## src/rtl/hgc_defines.svh

```systemverilog
/*
  constants for the line-sync gated counter: register addresses, field
  positions, reset values and gate timing counts.
  assumes a 40 MHz system clock.
*/
`ifndef HGC_DEFINES_SVH
`define HGC_DEFINES_SVH

// ------------------------------------------------------------
// register addresses (peripheral and system register spaces)
// ------------------------------------------------------------
`define HGC_ADDR_COUNT 8'h04
`define HGC_ADDR_CTRL 8'h11
`define HGC_ADDR_STATUS 8'h12

// ------------------------------------------------------------
// fields and reset values
// ------------------------------------------------------------
`define HGC_MODE_LO 0
`define HGC_MODE_HI 1
`define HGC_STAT_OPEN_BIT 3
`define HGC_CTRL_RESET 4'h0
`define HGC_COUNT_RESET 8'h00
`define HGC_MODE_CLOSED 2'h0
`define HGC_MODE_FREE 2'h1
`define HGC_MODE_TIMED 2'h2

// ------------------------------------------------------------
// timing
// ------------------------------------------------------------
`define HGC_CLK_HZ 40000000
`define HGC_WINDOW_US 1690
`define HGC_START_MAX_US 8000
// window length is a least time: 1690 us times 40 cycles per us, not rounded up
`define HGC_WINDOW_CYC ((`HGC_WINDOW_US * (`HGC_CLK_HZ / 1000000) + 0) )
// gate clock tick period; counting starts at the first tick after the write
`define HGC_START_CYC ((`HGC_START_MAX_US * (`HGC_CLK_HZ / 1000000)))
`define HGC_TMR_W 19

`endif

```

## src/rtl/hgc_pkg.sv

```systemverilog
/*
  types shared by the line-sync gated counter.
  assumes hgc_defines.svh supplies the numbers.
*/
package hgc_pkg;
  typedef enum logic [1:0] {
    HGC_IDLE,
    HGC_FREE,
    HGC_WAIT,
    HGC_WIN
  } hgc_state_t;
endpackage : hgc_pkg

```

## src/rtl/hgc_counter.sv

```systemverilog
/*
  line-sync gated counter: gate mode control, timed gate window,
  8-bit edge counter and status, reached by peripheral read and
  system register read/write strobes.
  assumes reset_n already combines power-on, clock-stop and enable-pin
  resets, and that access strobes are synchronous one-cycle pulses.
*/
// What this block does
// count sync rising edges only while gate open
// mode 00 closed, 01 free, 10 timed
// closed mode: generator stopped, no counting
// pin bias enabled only in open modes
// free mode: clear counter, open, count
// timed mode: clear, open, count within 8ms
// timed window lasts 1.69 ms then stops
// status flag shows gate open
// timed mode flag reads 1 immediately
// flag sits at status bit 3
// mode in bits 1:0 at 11H
// count readable at peripheral address 04H
// shared port bit reads zero when sync input
// software keeps control zero for port use
// resets force closed mode, clear counter
// synchronise input, detect edges from samples
// hold count after timed window closes
`timescale 1ns/10ps
`default_nettype none
`include "hgc_defines.svh"
module hgc_counter
  import hgc_pkg::*;
(
  // clock, reset, enable
  input wire logic clk,
  input wire logic reset_n,
  input wire logic clk_en,
  // sync input pin and port bit
  input wire logic line_sync_input_pin,
  input wire logic shared_port_in,
  output logic shared_port_bit,
  output logic pin_bias_en,
  // system register access
  input wire logic [7:0] reg_addr,
  input wire logic reg_wr,
  input wire logic [3:0] reg_wdata,
  input wire logic reg_rd,
  output logic [3:0] reg_rdata,
  // peripheral read into transfer buffer
  input wire logic [7:0] periph_addr,
  input wire logic peripheral_read_instr,
  output logic [7:0] transfer_buffer
);

  // ------------------------------------------------------------
  // state
  // ------------------------------------------------------------
  logic [1:0] mode_r, mode_nxt;
  hgc_state_t state_r, state_nxt;
  logic [`HGC_TMR_W-1:0] tmr_r, tmr_nxt;
  logic [7:0] count_r, count_nxt;
  logic [3:0] rdata_r, rdata_nxt;
  logic [7:0] tbuf_r, tbuf_nxt;
  logic port_r, port_nxt;
  logic bias_r, bias_nxt;
  logic port_m_r, port_s_r;
  logic rise;
  logic gate_open;
  logic ctrl_wr;

  hgc_edge_sync u_sync (
    .clk(clk),
    .reset_n(reset_n),
    .clk_en(clk_en),
    .pin_in(line_sync_input_pin),
    .rise(rise)
  );

  function automatic logic [`HGC_TMR_W-1:0] cyc(input int unsigned n);
    cyc = n[`HGC_TMR_W-1:0];
  endfunction : cyc

  // reserved code 11 leaves the gate closed (but a write of 11 clears the counter), so only 01 and 10 open the pin
  function automatic logic mode_open(input logic [1:0] m);
    mode_open = (m == `HGC_MODE_FREE) || (m == `HGC_MODE_TIMED);
  endfunction : mode_open

  assign ctrl_wr = reg_wr && (reg_addr == `HGC_ADDR_CTRL);
  // flag is 1 during the start wait as well, not only in the window
  assign gate_open = (state_r != HGC_IDLE);

  // ------------------------------------------------------------
  // gate control
  // ------------------------------------------------------------
  always_comb begin
    mode_nxt = mode_r;
    state_nxt = state_r;
    tmr_nxt = tmr_r;
    if (ctrl_wr) begin
      mode_nxt = reg_wdata[`HGC_MODE_HI:`HGC_MODE_LO];
      tmr_nxt = '0;
      unique case (reg_wdata[`HGC_MODE_HI:`HGC_MODE_LO])
        `HGC_MODE_FREE: state_nxt = HGC_FREE;
        `HGC_MODE_TIMED: state_nxt = HGC_WAIT;
        default: state_nxt = HGC_IDLE;
      endcase
    end else begin
      unique case (state_r)
        HGC_IDLE: tmr_nxt = '0;
        HGC_FREE: tmr_nxt = '0;
        HGC_WAIT: begin
          // the gate clock tick comes at most one period after the write
          if (tmr_r == cyc(`HGC_START_CYC) - cyc(1)) begin
            tmr_nxt = '0;
            state_nxt = HGC_WIN;
          end else begin
            tmr_nxt = tmr_r + cyc(1);
          end
        end
        HGC_WIN: begin
          if (tmr_r == cyc(`HGC_WINDOW_CYC) - cyc(1)) begin
            tmr_nxt = '0;
            state_nxt = HGC_IDLE;
          end else begin
            tmr_nxt = tmr_r + cyc(1);
          end
        end
      endcase
    end
  end

  // ------------------------------------------------------------
  // counter and read paths
  // ------------------------------------------------------------
  always_comb begin
    count_nxt = count_r;
    if (ctrl_wr && (reg_wdata[`HGC_MODE_HI:`HGC_MODE_LO] != `HGC_MODE_CLOSED))
      count_nxt = `HGC_COUNT_RESET;
    else if (rise && (state_r == HGC_FREE || state_r == HGC_WIN))
      count_nxt = count_r + 8'h01;
    rdata_nxt = rdata_r;
    if (reg_rd) begin
      rdata_nxt = 4'h0;
      if (reg_addr == `HGC_ADDR_CTRL)
        rdata_nxt = {2'h0, mode_r};
      else if (reg_addr == `HGC_ADDR_STATUS)
        rdata_nxt[`HGC_STAT_OPEN_BIT] = gate_open;
    end
    tbuf_nxt = tbuf_r;
    if (peripheral_read_instr && periph_addr == `HGC_ADDR_COUNT)
      tbuf_nxt = count_r;
    // pin in use as sync input whenever mode 01 or 10 is set
    port_nxt = mode_open(mode_r) ? 1'b0 : port_s_r;
    bias_nxt = mode_open(mode_r);
  end

  always_ff @(posedge clk or negedge reset_n) begin
    if (!reset_n) begin
      mode_r <= `HGC_MODE_CLOSED;
      state_r <= HGC_IDLE;
      tmr_r <= '0;
      count_r <= `HGC_COUNT_RESET;
      rdata_r <= 4'h0;
      tbuf_r <= 8'h00;
      port_r <= 1'b0;
      bias_r <= 1'b0;
      port_m_r <= 1'b0;
      port_s_r <= 1'b0;
    end else if (clk_en) begin
      mode_r <= mode_nxt;
      state_r <= state_nxt;
      tmr_r <= tmr_nxt;
      count_r <= count_nxt;
      rdata_r <= rdata_nxt;
      tbuf_r <= tbuf_nxt;
      port_r <= port_nxt;
      bias_r <= bias_nxt;
      port_m_r <= shared_port_in;
      port_s_r <= port_m_r;
    end
  end

  assign reg_rdata = rdata_r;
  assign transfer_buffer = tbuf_r;
  assign shared_port_bit = port_r;
  assign pin_bias_en = bias_r;

endmodule : hgc_counter
`default_nettype wire

```

## src/rtl/hgc_edge_sync.sv

```systemverilog
/*
  two-flop synchroniser plus rising-edge detector for the sync input pin.
  assumes the pin is asynchronous to clk.
*/
`timescale 1ns/10ps
`default_nettype none
module hgc_edge_sync (
  // clock and reset
  input wire logic clk,
  input wire logic reset_n,
  input wire logic clk_en,
  // pin in, edge out
  input wire logic pin_in,
  output logic rise
);
  logic meta_r, sync_r, prev_r;
  logic meta_nxt, sync_nxt, prev_nxt;

  always_comb begin
    meta_nxt = pin_in;
    sync_nxt = meta_r;
    prev_nxt = sync_r;
  end

  always_ff @(posedge clk or negedge reset_n) begin
    if (!reset_n) begin
      meta_r <= 1'b0;
      sync_r <= 1'b0;
      prev_r <= 1'b0;
    end else if (clk_en) begin
      meta_r <= meta_nxt;
      sync_r <= sync_nxt;
      prev_r <= prev_nxt;
    end
  end

  // edge taken only from the second stage onward
  assign rise = sync_r & ~prev_r;
endmodule : hgc_edge_sync
`default_nettype wire

```

## config.mk

```make
export PLATFORM = sky130hd
export DESIGN_NAME = hgc_counter
export DESIGN_NICKNAME = d
export VERILOG_FILES = /design/src/rtl/hgc_pkg.sv /design/src/rtl/hgc_counter.sv /design/src/rtl/hgc_edge_sync.sv
export VERILOG_INCLUDE_DIRS = /design/src /design/src/rtl
export SDC_FILE = /design/constraint.sdc
export NUM_CORES = 1
export LEC_CHECK = 0
export ABC_AREA = 1
export BUFFER_PORTS_ARGS = -buffer_cell sky130_fd_sc_hd__buf_2
export CAP_MARGIN = 20
export CORE_MARGIN = 2
export CORE_UTILIZATION = 45
export CTS_BUF_LIST = sky130_fd_sc_hd__clkbuf_4
export DETAILED_ROUTE_END_ITERATION = 7
export GPL_ROUTABILITY_DRIVEN = 0
export GPL_TIMING_DRIVEN = 1
export HOLD_SLACK_MARGIN = 0.12
export PLACE_DENSITY = 0.76
export SETUP_SLACK_MARGIN = 0.15
export SYNTH_ARGS = -nofsm -noshare
export SYNTH_HDL_FRONTEND = slang
export SYNTH_SLANG_ARGS = --single-unit
```

## constraint.sdc

```tcl
create_clock -name clk -period 1.75 [get_ports clk]
set_input_delay 0.35 -clock clk [delete_from_list [all_inputs] [get_ports clk]]
set_output_delay 0.35 -clock clk [all_outputs]
set_load 0.005 [all_outputs]
```

==> flow_summary.yaml <==
critical_path:
  worstPathArrival_ns: 1.82
  required_ns: 2.03
  timing.critical_path.from_type: "register"
  crit_type: "reg2reg"
  worstPathMaxFanout: 9
  end_kind: "register"
layout:
  n_antenna_cell: 0
  nets: 479
  area_growth_pct: 14.9
  drive_gt1_frac: 0.229
  final_cell_mix: "nand2_1 (112), dfrtp_1 (46), inv_1 (45)"
  fillerInstances: 597
  final_common_cell: "nand2_1"
die:
  dieHeight_um: 85.5
  io_pins: 42
  dieArea_mm2: 0.00731
  row_count: 29
  initial_core_util: 0.468
  die_w_um: 85.5
  core_area_mm2: 0.00639
pwr:
  powerDensity_mw_per_mm2: 849
  clkPwrFrac: 0.188
  internal_power_mw: 1.78
  irDropWorstVdd_v: 0.000538
  comb_power_share: 0.324
  swShare: 0.390
  p_sw_mw: 1.14
  p_leak_nw: 1.80
  power_frac_seq: 0.488
  total_power_mw: 2.92
synthesis:
  synth_area_leader_cell: "dfrtp_1"
  netlist.area_leader.share: 0.410
  syn_inst: 399
  synth_async_sr_flop_share: 1.00
  synthTopCellsByArea: "dfrtp_1 (41%), nand2_1 (14%), nand3_1 (6.0%)"
  synth.distinct_cells: 33
  ys.flop_type: "dfrtp_1"
  synth_edf_count: 0
  ys_ff_latch: 49
  syn_area_mm2: 0.00299
  ys.warnings.count: 0
  syn_nets: 429
  syn_avg_cell_area_um2: 7.49
  synth-seq-area-share: 0.410
hold_path:
  hp-class: "in2reg"
clocking:
  insertion_delay_ns: 0.38
  clk_pin_slew_ns: 0.16
  htree_levels: 2
  clock-sinks: 49
  clockBufferDepth: 2
  clockRootBuffer: "clkbuf_4"
  cts_buffers: 5
  cts_tree: "done"
drt:
  wl_per_cell_um: 12.5
  initialDrtViolationCount: 239
  route.antenna.remaining_nets: 0
  first_pass_iters: 4
  viasPerCell: 5.19
  routed_wl_um: 6560
  drcViolationCount: 0
  dr_total_vias: 2737
timing:
  finalCritPeriodShare: 0.880
  setup_viol: 0
  rsz0062_at_grt: "true"
  fmax_ghz: 0.649
  maxSlewViolCount: 0
  fin_skew_ns: 0.0235
  finalHoldViolCount: 0
  setup_slack_ns: 0.210
  setup_tns_ns: 0
  min_period_ns: 1.54
status:
  status: "complete, no violations"
global_route:
  overflow: 0
  grt_pass1_wl_um: 11000
  antenna_found_initial: 0
  grt_max_degree: 50
  grt_pass1_vias: 2492
  grtUsageTotal: 0.183
place:
  dpl.hpwl_um: 4520
  place_ws_ns: 0.0952
  portBuffers: 38
job:
  cap_violations: 0
[metrics by stage]
stage / hold WS, ns / instance area, um^2 / utilization / cells
CTS: 0.138 / 3330 / 0.522 / 519
global placement: 0.366 / 3240 / 0.508 / 509
floorplan: 0.0544 / 2990 / - / 399
detailed placement: 0.361 / 3240 / 0.508 / 509
global route: 0.170 / 3440 / 0.538 / 527
finish: 0.153 / 3440 / 0.538 / 527
[routing by layer]
layer | track usage | wire length (um) | vias up
met5 | 0 | 0 | -
met4 | 0.0476 | 112 | 0
met3 | 0.0289 | 309 | 13
met2 | 0.316 | 3170 | 71
met1 | 0.239 | 2970 | 1278
li1 | - | - | 1375
[cell usage after synthesis, types with 3 or more instances]
master,number
nand2_1,115
dfrtp_1,49
inv_1,48
nor2_1,37
nand3_1,36
o21ai_0,26
xor2_1,13
nor3_1,11
nand4_1,8
inv_2,6
nand3b_1,5
buf_2,4
nand2_2,4
o31ai_1,4
a21oi_1,3
buf_4,3
nand2_4,3
nand3_2,3
[final timing paths]
check                               start            end  slack, ns  cells after the start
max                              tmr_r[1]       tmr_r[3]       0.21                      8
min reg2reg                 u_sync.prev_r  u_sync.prev_r       0.50                      2
min in group asynchronous         reset_n       tmr_r[3]       0.46                      3
min                        shared_port_in       port_m_r       0.15                      3
max reg2reg                      tmr_r[1]       tmr_r[3]       0.21                      8
max in group asynchronous         reset_n       tmr_r[8]       1.05                      3
[power by group through the flow]
stage,Clock [mW],Sequential (mW),Combinational [mW]
2_1_floorplan,0,1.41,0.667
3_3_place_gp,0,1.43,0.796
3_5_place_dp,0,1.44,0.818
4_1_cts,0.578,1.42,0.843
5_1_grt,0.604,1.45,1.08
6_report,0.548,1.42,0.946
[cell families (layout without fill, tap and decap cells)]
logic type      count (synthesis)  after routing  share of synthesized area
compound gates                 39             39                     0.0774
fa+ha+maj                       2              2                    0.00837
xor+xnor                       13             13                     0.0381
flops                          49             49                      0.410
other cells                     1              1                    0.00125
simple gates                  231            233                      0.369
buf+inv                        64            113                     0.0962
[area by class of cell]
type	count	area (um^2)	share of cell area
clock inverter	3	21.3	0.00619
sequential	49	1230	0.358
tap	77	96.3	0.0280
inverter	54	203	0.0590
multi-input combinational	288	1550	0.450
clock buffer	5	37.5	0.0109
timing repair buffer	51	303	0.0881
[state kept, by name, indices dropped and copies added (netlist names)]
signal           cells
tmr_r               19
pin_bias_en          1
state_r              2
mode_r               2
reg_rdata            3
shared_port_bit      1
transfer_buffer      8
port_m_r             1
u_sync.prev_nxt      1
count_r              8
u_sync.prev_r        1
u_sync.meta_r        1
port_s_r             1
[worst max-delay path: stages (launching register included)]
cell     delay [ns]
dfrtp_1        0.44
ha_4           0.18
nand3_4        0.13
nor2_8         0.18
nand3_2        0.12
nand2_4        0.12
nand2_4        0.11
nand3_1        0.09
o21ai_0        0.08
[repair_timing]
action                                 in CTS  in global routing
setup endpoints to repair                  20                 20
hold buffers                                1                  0
gates resized for setup                     2                 22
setup buffers                               1                  6
endpoints found under the hold margin      49                  0
pin swaps                                   0                  9
cloned                                      0                  2
(Power assumes the default switching activity.)
